<file path="config.mk">
export PLATFORM = sky130hd
export DESIGN_NAME = axil_slave
export DESIGN_NICKNAME = d
export VERILOG_FILES = /design/src/common/tpg_pkg.sv /design/src/logic/axil_slave.sv
export VERILOG_INCLUDE_DIRS = /design/src /design/src/common
export SDC_FILE = /design/constraint.sdc
export NUM_CORES = 1
export LEC_CHECK = 0
export ABC_CLOCK_PERIOD_IN_PS = 1500
export BUFFER_PORTS_ARGS = -buffer_cell sky130_fd_sc_hd__buf_2
export CORE_UTILIZATION = 30
export DETAILED_ROUTE_END_ITERATION = 12
export GPL_ROUTABILITY_DRIVEN = 1
export PLACE_DENSITY = 0.7
export RECOVER_POWER = 100
export SETUP_SLACK_MARGIN = 0.5
export SYNTH_ARGS = -nofsm -noshare
export SYNTH_HDL_FRONTEND = slang
export SYNTH_SLANG_ARGS = --single-unit
export TNS_END_PERCENT = 50
</file>
<file path="constraint.sdc">
create_clock -name clk -period 1.5 [get_ports clk]
set_input_delay 0.15 -clock clk [delete_from_list [all_inputs] [get_ports clk]]
set_output_delay 0.15 -clock clk [all_outputs]
set_load 0.03 [all_outputs]
</file>
<file path="src/common/tpg_cfg.svh">
`ifndef TPG_CFG_SVH
`define TPG_CFG_SVH
// --------------------------------
// Register indices, byte address is four times the index
// --------------------------------
`define IDX_CTRL  10'h14A
`define IDX_ULOW  10'h14B
`define IDX_UMID  10'h14C
`define IDX_UHIGH 10'h14D
`define IDX_RES   10'h150
`define IDX_STAT  10'h151
// --------------------------------
// Fields, widths and reset values
// --------------------------------
`define CLKSEL_BIT 4
`define MODE_MSB   2
`define HIGH_MSB   3
`define CTRL_RST   8'h00
`define USER_RST   8'h00
`define RES_RST    1'b0
`define PAT_W      20
`define NARROW_W   16
`define PAD_W      12
`define RESP_OK    2'b00
`define RESP_ERR   2'b10
`endif

</file>
<file path="src/common/tpg_pkg.sv">
`include "tpg_cfg.svh"

package tpg_pkg;
   // Pattern select codes
   typedef enum logic [2:0] {
      PAT_OFF    = 3'h0,
      PAT_RAMP1  = 3'h1,
      PAT_RAMPU  = 3'h2,
      PAT_STATIC = 3'h4,
      PAT_TOGGLE = 3'h5
   } pat_mode_e;
   // Bus channel states, one-hot
   typedef enum logic [1:0] {
      CH_IDLE = 2'b01,
      CH_RESP = 2'b10
   } chan_state_e;
   // Register write towards the register file
   typedef struct packed {
      logic       en;
      logic [9:0] idx;
      logic [7:0] data;
   } reg_wr_s;
   // Write address and data held until paired
   typedef struct packed {
      logic       aw_held;
      logic [9:0] aw_idx;
      logic       w_held;
      logic [7:0] w_byte;
      logic       w_lane;
   } wr_hold_s;
   // Generator settings
   typedef struct packed {
      logic              clk_sel;
      logic [2:0]        mode;
      logic              res32;
      logic [`PAT_W-1:0] user;
   } gen_cfg_s;
   // Sample on the output path
   typedef struct packed {
      logic        valid;
      logic [31:0] data;
   } sample_s;

   // Codes that run the generator
   function automatic logic mode_on(input logic [2:0] m);
      return m == PAT_RAMP1 || m == PAT_RAMPU || m == PAT_STATIC || m == PAT_TOGGLE;
   endfunction : mode_on

   // Mapped register indices
   function automatic logic reg_known(input logic [9:0] i);
      return (i >= `IDX_CTRL && i <= `IDX_UHIGH) || i == `IDX_RES || i == `IDX_STAT;
   endfunction : reg_known
endpackage : tpg_pkg

</file>
<file path="src/logic/axil_slave.sv">
`timescale 1ns/1ps
`include "tpg_cfg.svh"

module axil_slave (
   input  wire logic        clk,
   input  wire logic        rst,
   input  wire logic [11:0] awaddr,
   input  wire logic        awvalid,
   output logic             awready,
   input  wire logic [31:0] wdata,
   input  wire logic [3:0]  wstrb,
   input  wire logic        wvalid,
   output logic             wready,
   output logic [1:0]       bresp,
   output logic             bvalid,
   input  wire logic        bready,
   input  wire logic [11:0] araddr,
   input  wire logic        arvalid,
   output logic             arready,
   output logic [31:0]      rdata,
   output logic [1:0]       rresp,
   output logic             rvalid,
   input  wire logic        rready,
   output logic [9:0]       rd_idx,
   input  wire logic [31:0] rd_word,
   output tpg_pkg::reg_wr_s wr
);
   tpg_pkg::wr_hold_s    h;
   tpg_pkg::wr_hold_s    next_h;
   tpg_pkg::chan_state_e wst;
   tpg_pkg::chan_state_e next_wst;
   tpg_pkg::chan_state_e rdst;
   tpg_pkg::chan_state_e next_rdst;
   tpg_pkg::reg_wr_s     next_wr;
   logic [1:0]           next_bresp;
   logic [1:0]           next_rresp;
   logic [31:0]          next_rdata;

   assign bvalid = wst[1];
   assign rvalid = rdst[1];
   assign rd_idx = araddr[11:2];

   // Write side: hold address and data, pair them, answer
   always_comb begin
      next_h     = h;
      next_wst   = wst;
      next_bresp = bresp;
      next_wr    = '0;
      if (awvalid && awready) begin
         next_h.aw_held = 1'b1;
         next_h.aw_idx  = awaddr[11:2];
      end
      if (wvalid && wready) begin
         next_h.w_held = 1'b1;
         next_h.w_byte = wdata[7:0];
         next_h.w_lane = wstrb[0];
      end
      case (wst)
         tpg_pkg::CH_IDLE: if (h.aw_held && h.w_held) begin
            next_wst       = tpg_pkg::CH_RESP;
            next_h.aw_held = 1'b0;
            next_h.w_held  = 1'b0;
            next_bresp     = tpg_pkg::reg_known(h.aw_idx) ? `RESP_OK : `RESP_ERR;
            next_wr.en     = h.w_lane && tpg_pkg::reg_known(h.aw_idx);
            next_wr.idx    = h.aw_idx;
            next_wr.data   = h.w_byte;
         end
         tpg_pkg::CH_RESP: if (bready) next_wst = tpg_pkg::CH_IDLE;
         default: next_wst = tpg_pkg::CH_IDLE;
      endcase
   end

   // Read side: one answer per address
   always_comb begin
      next_rdst  = rdst;
      next_rdata = rdata;
      next_rresp = rresp;
      case (rdst)
         tpg_pkg::CH_IDLE: if (arvalid && arready) begin
            next_rdst  = tpg_pkg::CH_RESP;
            next_rdata = rd_word;
            next_rresp = tpg_pkg::reg_known(rd_idx) ? `RESP_OK : `RESP_ERR;
         end
         tpg_pkg::CH_RESP: if (rready) next_rdst = tpg_pkg::CH_IDLE;
         default: next_rdst = tpg_pkg::CH_IDLE;
      endcase
   end

   // Bus state
   always_ff @(posedge clk) begin
      if (rst) begin
         h       <= '0;
         wst     <= tpg_pkg::CH_IDLE;
         rdst    <= tpg_pkg::CH_IDLE;
         bresp   <= `RESP_OK;
         rresp   <= `RESP_OK;
         rdata   <= '0;
         wr      <= '0;
         awready <= 1'b0;
         wready  <= 1'b0;
         arready <= 1'b0;
      end else begin
         h       <= next_h;
         wst     <= next_wst;
         rdst    <= next_rdst;
         bresp   <= next_bresp;
         rresp   <= next_rresp;
         rdata   <= next_rdata;
         wr      <= next_wr;
         awready <= !next_h.aw_held;
         wready  <= !next_h.w_held;
         arready <= next_rdst == tpg_pkg::CH_IDLE;
      end
   end
endmodule : axil_slave

</file>
==> results.md <==
- Outcome: completed
- Die area: around 0.01 sq mm
- Sequential fraction of the synthesis area: 0.564
- Starting Density: 0.310
- Mapped cell area: 0.00288 sq mm
- Seq pwr share: 0.441
- Hold buffer count at cts: 0
- Routability cong.: 0.770
- Post-synth top area share: 0.564
- CP bufs+invs: 2
- Mux cell area share after synthesis: 0
- TritonRoute pass-1 iters: 4
- Critical setup path kind: reg2reg
- Die span in x: 99.9 um
- CTS Buffer Depth: 2
- Endpoint class of the critical path: flip-flop
- Pins Over Slew Limit: 0
- PD cells: 1430 mW/mm^2
- Vias/cell: 4.38
- Adder-Cell Fraction of Synth Area: 0.00870
- WP data arrival: between 1.5 and 2 ns
- CP endpoint: arready
- Simple-Gate Fraction of Synth Area: 0.241
- Core area: 0.00928 sq mm
- Sw Share: 0.330
- Final hold violations: 0
- Peak supply drop: 0.480 mV
- Largest cells by area after synthesis: dfxtp_1, nand2_1, a21oi_1
- CP max FO: 7
- Gr usage total: 0.148
- CTS root buffer: clkbuf_8
- Synth unique cells: 33
- Max Freq: 747 MHz
- Worst r2r src: rdst[1]
- Main combinational cell family by area after synthesis: simple AND/OR/NAND/NOR gates
- Largest stage delay, worst path: between 0.4 and 0.5 ns
- CTS tree: built
- Most common cell in the netlist: nand2_1
- Tmin final: roughly 1.3 ns
- DR DRC count: 0
- Largest net degree at the start of global routing: 40
- Port-buffer cells: 133
- Final Skew: about 0.0094 ns
- Leakage: 0.00157 uW
- Post-route ant nets: 0
- PnR worst setup slack: 0.162 ns
- Ys Warns: 0
- Flop2flop setup slack: 0.16 ns
- Top FF cell, synth: dfxtp_1
- Xor/xnor share of the synthesized area: 0
- CTS buffer count: 9
- Layout net count: about 570
- Place WS: 0.151 ns
- WL per Instance: 12.5 um
- Max-Cap Viols: 0
- Antenna cells: 0
- Switch Pwr: 1860 uW
- Die height: 99.9 um
- WP data required: 1.73 ns
- Layout cell share with drive strength beyond 1: 0.251
- Gate Count Post-Synth: roughly 330
- P_int: 3790 uW
- #FFs+latches synth: 81
- Grt ovf: 0
- Setup TNS: 0 ns
- Comb pwr share: 0.249
- Clock sink total: 81
- Post-synth EDFFs: 0
- Antenna violations before repair: 0
- Worst reg2reg endpoint: arready
- Clk_lat worst skew: 0.36 ns
- RSZ-0062 raised after global routing: yes
- Area grow syn2layout: 37.1%
- 1st-iter DRT viols: 67
- Kind of cell adding the most delay to the critical path: flip-flops
- Fin util: 0.425
- Crit. Startpoint: rdst[1]
- Post-synthesis compound-gate area fraction: 0.122
- Cell count after placement: 569
- Top post-synthesis cells by count: nand2_1, dfxtp_1, a21oi_1, and2_1, buf_4
- CP Cell Sequence: inv_4, ha_4, clkbuf_4, a311oi_1, nor3_1
- HP Class: in2reg
- Top Ports: 169
- Critical path depth: 5
- WL final: 7470 um
- Avg Inst Size Synth: a little under 9 sq um
- First-pass GRT wire length: ~11000 um
- Detailed placement HPWL: 4540 um
- Tcrit/Tclk final: 0.892
- Startpoint types: flip-flop
- Via Count: 2624
- Post-Layout Cell Count: 599
- H-Tree Depth: 3
- Clk pin slew, worst setup/hold paths: 0.09 ns
- Number of global-route vias before repair: between 2k and 2.5k
- Slowest CP cell: dfxtp_1
- Row cnt: 35
- Post-synth ARST share: 0
- Clock power share: 0.310
- Count of final setup violators: 0
- Reg2reg path depth: 5
- Leading area contributor after synthesis: dfxtp_1
==> worst register-to-register path: cells and delay by family (launching register included) <==
family                   cells  cell delay [ns]
flip-flops                   1             0.42
AO/OA/AOI/OAI                1             0.31
buffers and inverters        2             0.20
adder cells (fa/ha/maj)      1             0.20
AND/OR/NAND/NOR              1             0.10
==> cells by family after synthesis <==
logic type,count (synthesis)
fa+ha+maj,2
flops,81
other cells,1
compound gates,65
buf+inv,33
simple gates,150
==> state kept, by name (all words and copies together) (netlist names) <==
name     cells
awready      1
rresp        1
wst          2
wr          19
rdata       32
bresp        1
h           21
arready      1
rdst         2
wready       1
==> power groups by stage <==
stage / Clock (uW) / Combinational [uW] / Sequential [uW]
6_report: 1750 / 1410 / 2490
5_1_grt: 1900 / 1540 / 2520
4_1_cts: 1810 / 1520 / 2500
3_5_place_dp: 0 / 1250 / 2520
3_3_place_gp: 0 / 1230 / 2510
2_1_floorplan: 0 / 653 / 2800
==> metal layers <==
| metal | wire, um | global-route usage |
|---|---|---|
| met2 | 3650 | 0.254 |
| met3 | 457 | 0.0404 |
| met4 | 148 | 0.0735 |
| met5 | 0 | 0 |
| met1 | 3210 | 0.168 |
==> timing repair <==
item,CTS,global route
cloned,5,1
pin swaps,9,7
setup endpoints to repair,120,138
gates resized for setup,27,35
setup buffers,5,3
==> area by class of cell <==
type	instances	area, sq um
tap	129	161
inverter	3	13.8
sequential	81	1630
timing repair buffer	148	761
multi-input combinational	222	1150
fill	976	5340
clock inverter	5	60.1
clock buffer	11	163
==> worst min path at each step <==
stage | start | endpoint | slack, ns | cells past startpoint
global placement | araddr[2] | rd_idx[0] | 0.30 | 0
detailed placement | araddr[2] | rd_idx[0] | 0.30 | 0
floorplan | wstrb[0] | h[0] | 0.29 | 2
global route | wdata[1] | h[2] | 0.01 | 3
CTS | rd_word[24] | rdata[24] | 0.007 | 3
finish | wdata[1] | h[2] | 0.02 | 3
==> through the flow <==
| step | hold slack, ns | area [sq um] | power, uW |
|---|---|---|---|
| final | 0.0229 | 3940 | 5650 |
| after global routing | 0.0146 | 3940 | 5950 |
| after CTS | 0.00726 | 4020 | 5830 |
| after detailed placement | 0.300 | 3630 | 3770 |
| after global placement | 0.300 | 3630 | 3730 |
| after floorplan | 0.286 | 2950 | 3460 |
==> layout by cell type, fill, tap and decap left out, types with 4 or more instances in the layout <==
cell and instances:
buf_2 66, buf_6 8, nand2_1 105, nand2b_1 6, clkbuf_1 64, clkbuf_8 10
and2_0 5, and3_4 4, nor2_1 4, and2_2 4, dfxtp_1 78, buf_4 6
and2_1 9, a21oi_1 54
Power figures use the tool's default switching activity.
